$ cat src/rtl/relay_matrix_pkg.sv
package relay_matrix_pkg;

  // Matrix geometry
  localparam int ROWS = 4;
  localparam int COLS = 4;
  localparam int ROW_IDX_W = 2;
  localparam int DATA_W = 16;

  // Command queue depth and pointer width
  localparam int QUEUE_DEPTH = 8;
  localparam int QPTR_W = 3;
  localparam int QCOUNT_W = 4;

  // Queue entry layout: {isClose, row, cols}
  localparam int ENTRY_W = 1 + ROW_IDX_W + COLS;
  localparam int ENTRY_COL_LSB = 0;
  localparam int ENTRY_ROW_LSB = COLS;
  localparam int ENTRY_KIND_BIT = COLS + ROW_IDX_W;

  // Relay drive timing
  localparam int CLK_FREQ_HZ = 10_000_000;
  localparam int DRIVE_TIME_MS = 8;
  localparam int DRIVE_CYCLES = CLK_FREQ_HZ / 1000 * DRIVE_TIME_MS;
  localparam int TIMER_W = 17;

  // Reset values
  localparam logic [COLS-1:0] ROW_RESET = 4'h0;
  localparam logic [COLS-1:0] INIT_ALL = 4'hF;

  // Drive engine states
  typedef enum logic [0:0] {IDLE, DRIVE} drive_state_type;

endpackage : relay_matrix_pkg

$ cat src/rtl/relay_matrix_command_queue.sv
`timescale 1ns/1ns
module relay_matrix_command_queue
(
  input wire logic clk,                        // 10 MHz system clock
  input wire logic rst_b,                      // Async reset, active low
  input wire logic rowWrite,                   // One-cycle row register write strobe
  input wire logic writeIsClose,               // 1: close register, 0: open register
  input wire logic [1:0] writeRow,             // Row addressed
  input wire logic [15:0] writeData,           // Write data
  input wire logic [1:0] readRow,              // Row for readback
  input wire logic irqAllowBit,                // Interrupt allow control bit
  input wire logic powerEnable,                // Driver power enable control bit
  input wire logic carrierResetReq,            // Carrier reset pin, asynchronous, active high
  output logic [15:0] readData,                // Row readback
  output logic queueEmpty,                     // Queue empty flag
  output logic queueFull,                      // Queue full flag
  output logic initDone,                       // Initialisation flag
  output logic irq,                            // Interrupt toward carrier
  output logic driverPower,                    // Relay driver power switch
  output logic [3:0] rowDrive,                 // One-hot row being driven
  output logic [3:0] colDrive,                 // Column pattern being driven
  output logic driveClose                      // 1 close coils, 0 open coils
);

  //////////////////////////////////////////////////////////////////////////////
  // Declarations
  relay_matrix_pkg::drive_state_type state; // Drive engine state
  relay_matrix_pkg::drive_state_type next_state; // Next engine state
  logic [relay_matrix_pkg::COLS-1:0] rowState [relay_matrix_pkg::ROWS]; // Readback store
  logic [relay_matrix_pkg::TIMER_W-1:0] timer; // Drive timer
  logic [relay_matrix_pkg::ROWS-1:0] rowOpened; // Rows given all-zero open since reset
  logic carrierReset; // Synchronised carrier reset
  logic qEmpty; // Queue empty
  logic qFull; // Queue full
  logic [relay_matrix_pkg::ENTRY_W-1:0] head; // Queue head entry
  logic [relay_matrix_pkg::ENTRY_W-1:0] newEntry; // Entry built from write
  logic accept; // Write accepted into queue
  logic popHead; // Take head into drive
  logic timerDone; // Drive time expired
  logic lastDone; // Final operation finished
  logic [relay_matrix_pkg::COLS-1:0] wrCols; // Written column bits
  logic [relay_matrix_pkg::COLS-1:0] curRow; // Current value of written row
  logic [relay_matrix_pkg::COLS-1:0] next_row; // Updated value of written row
  logic [relay_matrix_pkg::COLS-1:0] headCols; // Head column bits
  logic [relay_matrix_pkg::ROW_IDX_W-1:0] headRow; // Head row index
  logic headClose; // Head is close operation
  logic initWrite; // Write forms part of initialisation
  logic [relay_matrix_pkg::COLS-1:0] next_colDrive; // Coil pattern for popped entry
  logic irqSet; // Raise the interrupt line
  logic irqDrop; // Force the interrupt line low

  //////////////////////////////////////////////////////////////////////////////
  // Carrier reset pin synchroniser
  bit_sync u_reset_sync
  (
    .clk(clk),
    .rst_b(rst_b),
    .din(carrierResetReq),
    .dout(carrierReset)
  );

  //////////////////////////////////////////////////////////////////////////////
  // Command queue
  // eight-deep queue
  cmd_queue u_queue
  (
    .clk(clk),
    .rst_b(rst_b),
    .push(accept),
    .pushEntry(newEntry),
    .pop(popHead),
    .headEntry(head),
    .empty(qEmpty),
    .full(qFull)
  );

  //////////////////////////////////////////////////////////////////////////////
  // Write decode
  // low four bits used
  assign wrCols = writeData[relay_matrix_pkg::COLS-1:0];
  assign curRow = rowState[writeRow];
  assign accept = rowWrite && !qFull && !carrierReset;
  assign next_row = writeIsClose ? (curRow | wrCols) : (curRow & wrCols);
  assign newEntry = {writeIsClose, writeRow, wrCols};
  assign initWrite = accept && !writeIsClose && powerEnable && (wrCols == '0);

  //////////////////////////////////////////////////////////////////////////////
  // Head decode and engine control
  assign headCols = head[relay_matrix_pkg::ENTRY_ROW_LSB-1:relay_matrix_pkg::ENTRY_COL_LSB];
  assign headRow = head[relay_matrix_pkg::ENTRY_KIND_BIT-1:relay_matrix_pkg::ENTRY_ROW_LSB];
  assign headClose = head[relay_matrix_pkg::ENTRY_KIND_BIT];
  assign timerDone = (timer == '0);
  assign popHead = !qEmpty && (state == relay_matrix_pkg::IDLE || timerDone);
  assign lastDone = (state == relay_matrix_pkg::DRIVE) && timerDone && qEmpty;
  // Close drives ones; open drives the zero columns
  assign next_colDrive = headClose ? headCols : ~headCols;

  //////////////////////////////////////////////////////////////////////////////
  // Next state
  always_comb
  begin
    next_state = state;
    case (state)
      relay_matrix_pkg::IDLE:
      begin
        if (popHead)
        begin
          next_state = relay_matrix_pkg::DRIVE;
        end
      end
      relay_matrix_pkg::DRIVE:
      begin
        if (lastDone)
        begin
          next_state = relay_matrix_pkg::IDLE;
        end
      end
      default:
      begin
        next_state = relay_matrix_pkg::IDLE;
      end
    endcase
  end

  //////////////////////////////////////////////////////////////////////////////
  // Engine state and timer
  always_ff @(posedge clk or negedge rst_b)
  begin
    if (!rst_b)
    begin
      state <= relay_matrix_pkg::IDLE;
      timer <= '0;
    end
    // Every pop reloads the full drive time, chained or not
    else if (popHead)
    begin
      state <= next_state;
      timer <= relay_matrix_pkg::TIMER_W'(relay_matrix_pkg::DRIVE_CYCLES - 1);
    end
    else
    begin
      state <= next_state;
      if (!timerDone)
      begin
        timer <= timer - 1'b1;
      end
    end
  end

  //////////////////////////////////////////////////////////////////////////////
  // Coil drive outputs
  always_ff @(posedge clk or negedge rst_b)
  begin
    if (!rst_b)
    begin
      rowDrive <= '0;
      colDrive <= '0;
      driveClose <= 1'b0;
    end
    else if (popHead)
    begin
      rowDrive <= relay_matrix_pkg::ROWS'(1) << headRow;
      colDrive <= powerEnable ? next_colDrive : '0;
      driveClose <= headClose;
    end
    // Last operation ended: release every coil
    else if (lastDone)
    begin
      rowDrive <= '0;
      colDrive <= '0;
      driveClose <= 1'b0;
    end
  end

  //////////////////////////////////////////////////////////////////////////////
  // Readback store
  always_ff @(posedge clk or negedge rst_b)
  begin
    if (!rst_b)
    begin
      for (int r = 0; r < relay_matrix_pkg::ROWS; r++)
      begin
        rowState[r] <= relay_matrix_pkg::ROW_RESET;
      end
    end
    else if (carrierReset)
    begin
      for (int r = 0; r < relay_matrix_pkg::ROWS; r++)
      begin
        rowState[r] <= relay_matrix_pkg::ROW_RESET;
      end
    end
    else if (accept)
    begin
      rowState[writeRow] <= next_row;
    end
  end

  //////////////////////////////////////////////////////////////////////////////
  // Initialisation tracking
  always_ff @(posedge clk or negedge rst_b)
  begin
    if (!rst_b)
    begin
      rowOpened <= '0;
      initDone <= 1'b0;
    end
    else if (carrierReset)
    begin
      rowOpened <= '0;
      initDone <= 1'b0;
    end
    else
    begin
      if (initWrite)
      begin
        rowOpened[writeRow] <= 1'b1;
      end
      if (rowOpened == relay_matrix_pkg::INIT_ALL)
      begin
        initDone <= 1'b1;
      end
    end
  end

  //////////////////////////////////////////////////////////////////////////////
  // Readback register, one cycle behind the row select
  // Bits above the columns read as zero
  // one value per row
  always_ff @(posedge clk or negedge rst_b)
  begin
    if (!rst_b)
    begin
      readData <= '0; // Nothing stored after reset
    end
    else
    begin
      readData <= relay_matrix_pkg::DATA_W'(rowState[readRow]);
    end
  end

  //////////////////////////////////////////////////////////////////////////////
  // Queue flags, registered so the outputs come from flops
  // One cycle behind the queue's own flags
  always_ff @(posedge clk or negedge rst_b)
  begin
    if (!rst_b)
    begin
      queueEmpty <= 1'b1; // Queue starts empty
      queueFull <= 1'b0;
    end
    else
    begin
      queueEmpty <= qEmpty;
      queueFull <= qFull;
    end
  end

  //////////////////////////////////////////////////////////////////////////////
  // Driver power switch
  // Carrier reset forces the switch open while it lasts
  // power follows enable, off at reset
  always_ff @(posedge clk or negedge rst_b)
  begin
    if (!rst_b)
    begin
      driverPower <= 1'b0; // Off after power-on
    end
    else
    begin
      driverPower <= powerEnable && !carrierReset;
    end
  end

  //////////////////////////////////////////////////////////////////////////////
  // Interrupt set and clear terms
  // Allow bit low or carrier reset holds the line quiet
  assign irqDrop = !irqAllowBit || carrierReset;
  assign irqSet = lastDone;

  //////////////////////////////////////////////////////////////////////////////
  // Interrupt line
  // A write landing on the final expiry still raises the line; the pop that
  // follows drops it, so the line never stands while a row is driven
  always_ff @(posedge clk or negedge rst_b)
  begin
    if (!rst_b)
    begin
      irq <= 1'b0;
    end
    else if (irqDrop)
    begin
      irq <= 1'b0;
    end
    else if (irqSet)
    begin
      irq <= 1'b1;
    end
    // New work withdraws the request
    else if (accept || popHead)
    begin
      irq <= 1'b0;
    end
  end

endmodule : relay_matrix_command_queue

$ cat src/rtl/bit_sync.sv
`timescale 1ns/1ns
// Two-flop synchroniser for one asynchronous level
module bit_sync
(
  input wire logic clk,   // System clock
  input wire logic rst_b, // Async reset, active low
  input wire logic din,   // Asynchronous level
  output logic dout       // Synchronised level
);

  logic stage1; // First flop, read only by second

  //////////////////////////////////////////////////////////////////////////////
  // Two-stage capture
  always_ff @(posedge clk or negedge rst_b)
  begin
    if (!rst_b)
    begin
      stage1 <= 1'b0;
      dout <= 1'b0;
    end
    else
    begin
      stage1 <= din;
      dout <= stage1;
    end
  end

endmodule : bit_sync

$ cat src/rtl/cmd_queue.sv
`timescale 1ns/1ns
// First-in-first-out store of relay row operations, flip-flop storage
module cmd_queue
(
  input wire logic clk,                                         // System clock
  input wire logic rst_b,                                       // Async reset, active low
  input wire logic push,                                        // Append entry
  input wire logic [relay_matrix_pkg::ENTRY_W-1:0] pushEntry,   // Entry to append
  input wire logic pop,                                         // Remove head
  output logic [relay_matrix_pkg::ENTRY_W-1:0] headEntry,       // Oldest entry
  output logic empty,                                           // No entry held
  output logic full                                             // All slots used
);

  logic [relay_matrix_pkg::ENTRY_W-1:0] store [relay_matrix_pkg::QUEUE_DEPTH]; // Slots
  logic [relay_matrix_pkg::QPTR_W-1:0] wrPtr; // Write index
  logic [relay_matrix_pkg::QPTR_W-1:0] rdPtr; // Read index
  logic [relay_matrix_pkg::QCOUNT_W-1:0] count; // Entries held
  logic doPush; // Push accepted
  logic doPop; // Pop accepted

  assign doPush = push && (count != relay_matrix_pkg::QCOUNT_W'(relay_matrix_pkg::QUEUE_DEPTH));
  assign doPop = pop && (count != '0);
  assign headEntry = store[rdPtr];
  assign empty = (count == '0);
  assign full = (count == relay_matrix_pkg::QCOUNT_W'(relay_matrix_pkg::QUEUE_DEPTH));

  //////////////////////////////////////////////////////////////////////////////
  // Slot write
  always_ff @(posedge clk)
  begin
    if (doPush)
    begin
      store[wrPtr] <= pushEntry;
    end
  end

  //////////////////////////////////////////////////////////////////////////////
  // Pointers and count
  always_ff @(posedge clk or negedge rst_b)
  begin
    if (!rst_b)
    begin
      wrPtr <= '0;
      rdPtr <= '0;
      count <= '0;
    end
    else
    begin
      if (doPush)
      begin
        wrPtr <= wrPtr + 1'b1;
      end
      if (doPop)
      begin
        rdPtr <= rdPtr + 1'b1;
      end
      if (doPush && !doPop)
      begin
        count <= count + 1'b1;
      end
      else if (doPop && !doPush)
      begin
        count <= count - 1'b1;
      end
    end
  end

endmodule : cmd_queue

$ cat config.mk
export PLATFORM = sky130hd
export DESIGN_NAME = relay_matrix_command_queue
export DESIGN_NICKNAME = d
export VERILOG_FILES = /design/src/rtl/relay_matrix_pkg.sv /design/src/rtl/relay_matrix_command_queue.sv /design/src/rtl/bit_sync.sv /design/src/rtl/cmd_queue.sv
export SDC_FILE = /design/constraint.sdc
export NUM_CORES = 1
export LEC_CHECK = 0
export BUFFER_PORTS_ARGS = -buffer_cell sky130_fd_sc_hd__clkbuf_2
export CELL_PAD_IN_SITES_DETAIL_PLACEMENT = 1
export CELL_PAD_IN_SITES_GLOBAL_PLACEMENT = 2
export CORE_MARGIN = 2
export CORE_UTILIZATION = 40
export CTS_CLUSTER_DIAMETER = 40
export DETAILED_ROUTE_END_ITERATION = 6
export PLACE_DENSITY = 0.77
export SLEW_MARGIN = 30
export SYNTH_ARGS = -nofsm -noshare
export SYNTH_HDL_FRONTEND = slang
export SYNTH_HIERARCHICAL = 1
export SYNTH_SLANG_ARGS = --single-unit
$ cat constraint.sdc
create_clock -name clk -period 9.5 [get_ports clk]
set_input_delay 0 -clock clk [delete_from_list [all_inputs] [get_ports clk]]
set_output_delay 0 -clock clk [all_outputs]
set_load 0.01 [all_outputs]
==> flow_summary.yaml, run 1 <==
global_routing:
  grt_pass1_vias: 3867
  met1_usage_pct: 23.53
  overflow: 0
  grt_max_degree: 69
  globalRouteMet3Util_pct: 5.627
  grt_pass1_wl_um: 21330
  met2_usage_pct: 28.54
  grt-busiest-layer: "met2"
  antenna_found_initial: 0
  grtUsageTotal_pct: 17.87
synth:
  yosys-top-cells-count: "67 x dfrtp_1, 56 x edfxtp_1, 29 x nor2_1, 19 x nand3_1, 18 x nand2_1"
  yosys_warnings: 6
  synthDistinctLibCells: 65
  synth-edff-count: 56
  postSynthAreaPerCell_um2: 14.06
  synth_top_area_share_pct: 28.96
  synth_async_sr_flop_share_pct: 54.84
  ys_seq_area_share_pct: 58.28
  yosys_most_used_dff: "dfrtp_1"
  synth_area_um2: 5807
  synth_area_leaders: "edfxtp_1 29%, dfrtp_1 29%, mux4_1 6.3%, mux4_2 3.1%, mux2_2 1.9%"
  yosysTopAreaCell: "edfxtp_1"
  yosysMostFrequentCell: "dfrtp_1"
  ys_seq_elements: 124
  synthCells: 413
setup_path:
  crit_arrival_ns: 4.00
  critical_path.cell_chain: "inv_1 -> ha_1 -> nor4b_2 -> nand4_4 -> a21o_4 -> clkinv_4 -> o41ai_4 -> ha_1 -> inv_1 -> ha_1 -> or4_1 -> o211ai_1 -> o211ai_1"
  critical_path_class: "reg -> reg"
  crit_path_top_delay_cell: "or4_1"
  crit_family: "simple AND/OR/NAND/NOR gates"
  cpPeakStageDelay_ns: 0.53
  crit_path_start: "timer[0]"
  reg2reg_from: "timer[0]"
  cpMostUsedCell: "ha_1"
  required_ns: 9.80
  end_kind: "register"
  critPathLaunchType: "register"
  worst-path-buf-inv: 3
  crit_path_max_fanout: 14
timing:
  setup_viol: 0
  max_slew_margin_pct: 39.79
  fmax_mhz: 269.8
  fin_skew_ns: 0.009160
  fin_crit_sh_pct: 39.01
  period_needed_ns: 3.706
  finalSetupTns_ns: 0
  maxSlewViolCount: 0
  hold_ws_ns: 0.02165
  rsz0062_at_grt: "false"
  hold_viol: 0
  worstMarginPinSlew_ns: 0.9012
route:
  vias: 3649
  drc: 0
  detail_route.iter0.violations: 258
  wirelength_um: 12980
  first_pass_iters: 4
  vias_per_cell: 5.571
  wl_per_cell_um: 19.81
  antenna_left: 0
clock_tree:
  clock_path_buffers: 2
  clk_latency_ns: 0.43
  cts_setup_buffers: 0
  cts_hold_buf: 8
  cts_sinks: 124
  cts_buffers: 17
  cts_root_buffer: "clkbuf_16"
  cts_tree: "done"
  htree_num_levels: 4
  cts-resized-gates: 0
  clk_pin_slew_worst_paths_ns: 0.06
pwr:
  ir_worst_vdd_uv: 137.9
  p_int_uw: 996.3
  leakage_nw: 2.633
  p_clk_share_pct: 41.5
  power_density_nw_per_um2: 204.8
  p_sw_share_pct: 27.06
  p_comb_share_pct: 11.3
  switchingPower_uw: 369.6
  seqPwrFrac_pct: 47.3
die:
  core-area_um2: 14370
  die_w_um: 124.5
  start_util_pct: 40.41
  row_count: 44
  num_io_pins: 57
  die_height_um: 124.5
  die-area_um2: 15500
place:
  place_congestion: 0.7332
  io_buffers: 32
  place_hpwl_um: 8408
outcome:
  status: "complete, no violations"
worst_hold_path:
  hp-class: "in -> reg"
  min_from: "writeData[3]"
cells_and_area:
  multi_input_area_um2: 2242
  n_antenna_cell: 0
  area_delta_synth_final_pct: 14.85
  utilization_pct: 46.41
  drive_above_1_share_pct: 20.81
  fillers: 1468
  nets: 493
  regArea_um2: 3385
job:
  maxCapViolCount: 0
[per-layer routing]
layer	vias to the layer above	wire (µm)
li1	1669	-
met1	1901	5997
met2	62	6341
met3	17	444
met4	0	193
met5	-	0
[power groups by stage]
stage          sequential (mW)  clock [mW]  combinational [mW]
6_report                 0.645       0.567               0.154
5_1_grt                  0.650       0.606               0.173
4_1_cts                  0.647       0.578               0.157
3_5_place_dp             0.656           0               0.152
3_3_place_gp             0.649           0               0.145
2_1_floorplan            0.644           0               0.108
[kinds of logic after synthesis]
family / share of synthesized area (%)
other: 0.06458
flip-flops: 58.28
buffers and inverters: 3.986
multiplexers: 13.17
AND/OR/NAND/NOR: 12.97
adder cells (fa/ha/maj): 2.370
XOR/XNOR: 1.961
AO/OA/AOI/OAI: 7.197
[metrics by stage]
step | power, mW | cells | area [µm²] | setup slack [ns]
floorplan | 0.7515 | 424 | 5848 | 6.276
global placement | 0.7946 | 615 | 6065 | 5.870
detailed placement | 0.8082 | 615 | 6075 | 5.811
CTS | 1.382 | 655 | 6665 | 5.802
global route | 1.428 | 655 | 6669 | 5.519
finish | 1.366 | 655 | 6669 | 5.794
[worst paths after layout]
path | depth (start not counted) | slack, ns | to
max in group asynchronous | 3 | 8.81 | rowOpened[3]
worst max-delay path | 13 | 5.79 | u_queue/count[3]
min in group asynchronous | 3 | 0.21 | rowDrive[3]
worst min register to register | 0 | 0.36 | u_reset_sync/dout
worst min-delay path | 1 | 0.02 | u_queue/store[7][3]
worst max register to register | 13 | 5.79 | u_queue/count[3]
[worst reg2reg max path, stage by stage (launching register included)]
cell and delay (ns):
dfrtp_1 0.41, inv_1 0.15, ha_1 0.25, nor4b_2 0.43
nand4_4 0.26, a21o_4 0.36, clkinv_4 0.14, o41ai_4 0.13
ha_1 0.27, inv_1 0.14, ha_1 0.31, or4_1 0.54
o211ai_1 0.11, o211ai_1 0.10
[layout make-up]
class	instances	share of cell area, %
multi-input combinational	263	33.62
tap	184	3.452
clock inverter	13	1.163
clock buffer	19	6.492
inverter	10	0.6379
timing repair buffer	42	3.884
sequential	124	50.75
[sequential cells by signal, indices dropped and copies added (netlist names), 4 cells and up]
name / flops
rowDrive: 4
rowOpened: 4
timer: 17
rowState: 16
colDrive: 4
readData: 4
u_queue/count: 4
u_queue/store: 56
[placed cells by master (no fill, tap or decap), drive strengths merged, types with 7 or more instances in the layout]
cell type,n
dlygate4sd3,8
inv,10
ha,7
a32o,8
nand3,19
edfxtp,56
dfrtp,67
mux4,22
nor2,29
a21oi,16
xnor2,10
clkinv,9
mux2i,10
nand2,19
nor4,7
nor3,11
conb,12
clkbuf,50
mux2,10
o21ai,11
No activity file was read; power rests on OpenSTA's default activity.
==> run 2: changes to the inputs <==
ABC_AREA = 1   (was unset)
CORE_UTILIZATION = 33   (was 40)
clock period = 3 ns   (was 9.5 ns; I/O delays follow)
==> flow_summary.yaml, run 2 <==
setup_path:
  crit_path_max_fanout: 9
  required_ns: 3.31
  crit_path_top_delay_cell: "dfrtp_1"
  critical_path.cell_chain: "inv_2 -> ha_1 -> inv_1 -> nor2_1 -> nand2_2 -> nor2_8 -> nand2_4 -> a21oi_4 -> nand2_2 -> ha_1 -> inv_1 -> ha_1 -> or2_2 -> nand2_1 -> nand2_1 -> nand3_1 -> nand2_1"
  end_kind: "register"
  critical_path_class: "reg -> reg"
  critPathLaunchType: "register"
  crit_arrival_ns: 3.04
  cpPeakStageDelay_ns: 0.39
global_routing:
  grtUsageTotal_pct: 16.53
  globalRouteMet3Util_pct: 3.804
  grt_pass1_vias: 5023
  grt-busiest-layer: "met2"
  met1_usage_pct: 20.28
  grt_pass1_wl_um: 25340
  antenna_found_initial: 0
  grt_max_degree: 69
  met2_usage_pct: 27.98
  overflow: 0
pwr:
  leakage_nw: 3.571
  power_density_nw_per_um2: 648.5
  ir_worst_vdd_uv: 445.7
  total_power_mw: 4.731
timing:
  period_needed_ns: 2.728
  fin_crit_sh_pct: 90.92
  maxSlewViolCount: 0
  worstMarginPinSlew_ns: 0.7978
  setup_viol: 0
  hold_viol: 8
  fmax_mhz: 366.6
  rsz0062_at_grt: "false"
  finalSetupTns_ns: 0
  hold_ws_ns: -0.02013
  fin_skew_ns: 0.007183
  max_slew_margin_pct: 46.32
route:
  first_pass_iters: 4
  wl_per_cell_um: 15.18
  detail_route.iter0.violations: 177
  vias: 4741
  wirelength_um: 15290
  vias_per_cell: 4.708
  drc: 0
  antenna_left: 0
synth:
  synthCells: 706
  synth_area_um2: 6165
  synth_top_area_share_pct: 27.28
  yosys_most_used_dff: "dfrtp_1"
  yosysTopAreaCell: "edfxtp_1"
  synthDistinctLibCells: 37
  postSynthAreaPerCell_um2: 8.732
  yosys-top-cells-count: "195 x nand2_1, 104 x nor2_1, 85 x inv_1, 67 x dfrtp_1, 58 x nand3_1"
  yosysMostFrequentCell: "nand2_1"
  synth_area_leaders: "edfxtp_1 27%, dfrtp_1 27%, nand2_1 12%, nor2_1 6.3%, inv_1 5.2%"
  ys_seq_elements: 124
  ys_seq_area_share_pct: 54.90
  yosys_warnings: 6
  synth_async_sr_flop_share_pct: 54.84
  synth-edff-count: 56
cells_and_area:
  largest_reg_flops: 56
  n_antenna_cell: 0
  regArea_um2: 3385
  nets: 800
  final_cell_mix: "194 x nand2_1, 103 x nor2_1, 84 x inv_1"
  multi_input_area_um2: 2283
  top_register: "u_queue/store"
  fillers: 2103
  area_delta_synth_final_pct: 18.35
  final_cells: 1007
  drive_above_1_share_pct: 14.27
  layout_commonest_cell: "nand2_1"
  reg.largest.list: "u_queue/store (56), timer (17), rowState (16)"
place:
  place_hpwl_um: 10730
  dp.cells: 963
  io_buffers: 32
  place_congestion: 0.7856
clock_tree:
  clk_latency_ns: 0.43
  cts_buffers: 17
  cts_tree: "done"
  clk_pin_slew_worst_paths_ns: 0.06
  clock_path_buffers: 2
  cts_sinks: 124
  htree_num_levels: 4
  cts_setup_buffers: 0
  cts_root_buffer: "clkbuf_16"
die:
  num_io_pins: 57
  row_count: 49
  die_height_um: 140.7
  die-area_um2: 19790
  core-area_um2: 18150
  start_util_pct: 33.97
  die_w_um: 140.7
worst_hold_path:
  hp-class: "in -> reg"
job:
  maxCapViolCount: 0
outcome:
  status: "finished, violations left"
  violations: "hold timing"
## run 2: cell count changes in the layout (fill, tap and decap cells not counted), moves of 9 or more
cell,change
mux2i_1,-9
mux2_2,-10
mux4_1,-14
inv_1,+75
buf_4,+12
nand2_1,+176
nand3_1,+39
nor2_1,+74
## run 2: cell families after synthesis
family	Yosys count	synth area share, %
compound gates	38	3.714
xor+xnor	12	1.705
fa+ha+maj	8	1.745
buf+inv	116	8.809
flops	124	54.90
other cells	1	0.06083
simple gates	407	29.06
## run 2: worst paths after layout
check | start | end | slack, ns | depth (start not counted)
max | timer[0] | u_queue/count[3] | 0.27 | 17
min | writeData[3] | u_queue/store[3][3] | -0.02 | 1
max reg2reg | timer[0] | u_queue/count[3] | 0.27 | 17
min reg2reg | u_reset_sync/stage1 | u_reset_sync/dout | 0.36 | 0
max in group asynchronous | rst_b | rowState[1] | 2.32 | 3
min in group asynchronous | rst_b | rowDrive[1] | 0.20 | 3
## run 2: repair_timing
action	4_1_cts	5_1_grt
gates resized for setup	0	3
hold buffers	12	0
hold endpoints to repair	112	0
endpoints found under the setup margin	0	1
## run 2: stage by stage
step,setup WS [ns],instance area (µm²),util (%)
finish,0.2725,7296,40.20
CTS,0.1322,7287,40.15
global route,0.04417,7296,40.20
floorplan,0.3348,6206,-
detailed placement,0.1373,6541,36.05
global placement,0.3182,6541,36.05
## run 2: power breakdown
part	total [mW]	leakage (nW)	switching (mW)	internal (mW)
Clock	2.17	0.296	0.779	1.39
Sequential	1.99	1.36	0.0864	1.91
Combinational	0.568	1.92	0.368	0.200
## run 2: layout make-up
class,count,share of cell area [%]
Clock buffer,18,5.882
Multi-Input combinational cell,477,31.30
Tap cell,229,3.927
Inverter,87,4.476
Clock inverter,14,2.692
Timing Repair Buffer,58,5.334
Sequential cell,124,46.39
## run 2: metal layers
layer | routed length [µm] | vias up | share of wire [%]
met5 | 0 | - | 0
met4 | 329 | 0 | 2.2
met3 | 362 | 26 | 2.4
met2 | 7526 | 61 | 49
met1 | 7070 | 2312 | 46
li1 | - | 2342 | -
## run 2: critical path: cells and delay by family (launching register included)
kind	cells	cell delay (ns)
flip-flops	1	0.39
AO/OA/AOI/OAI	1	0.16
buffers and inverters	3	0.29
AND/OR/NAND/NOR	10	1.14
adder cells (fa/ha/maj)	3	0.64
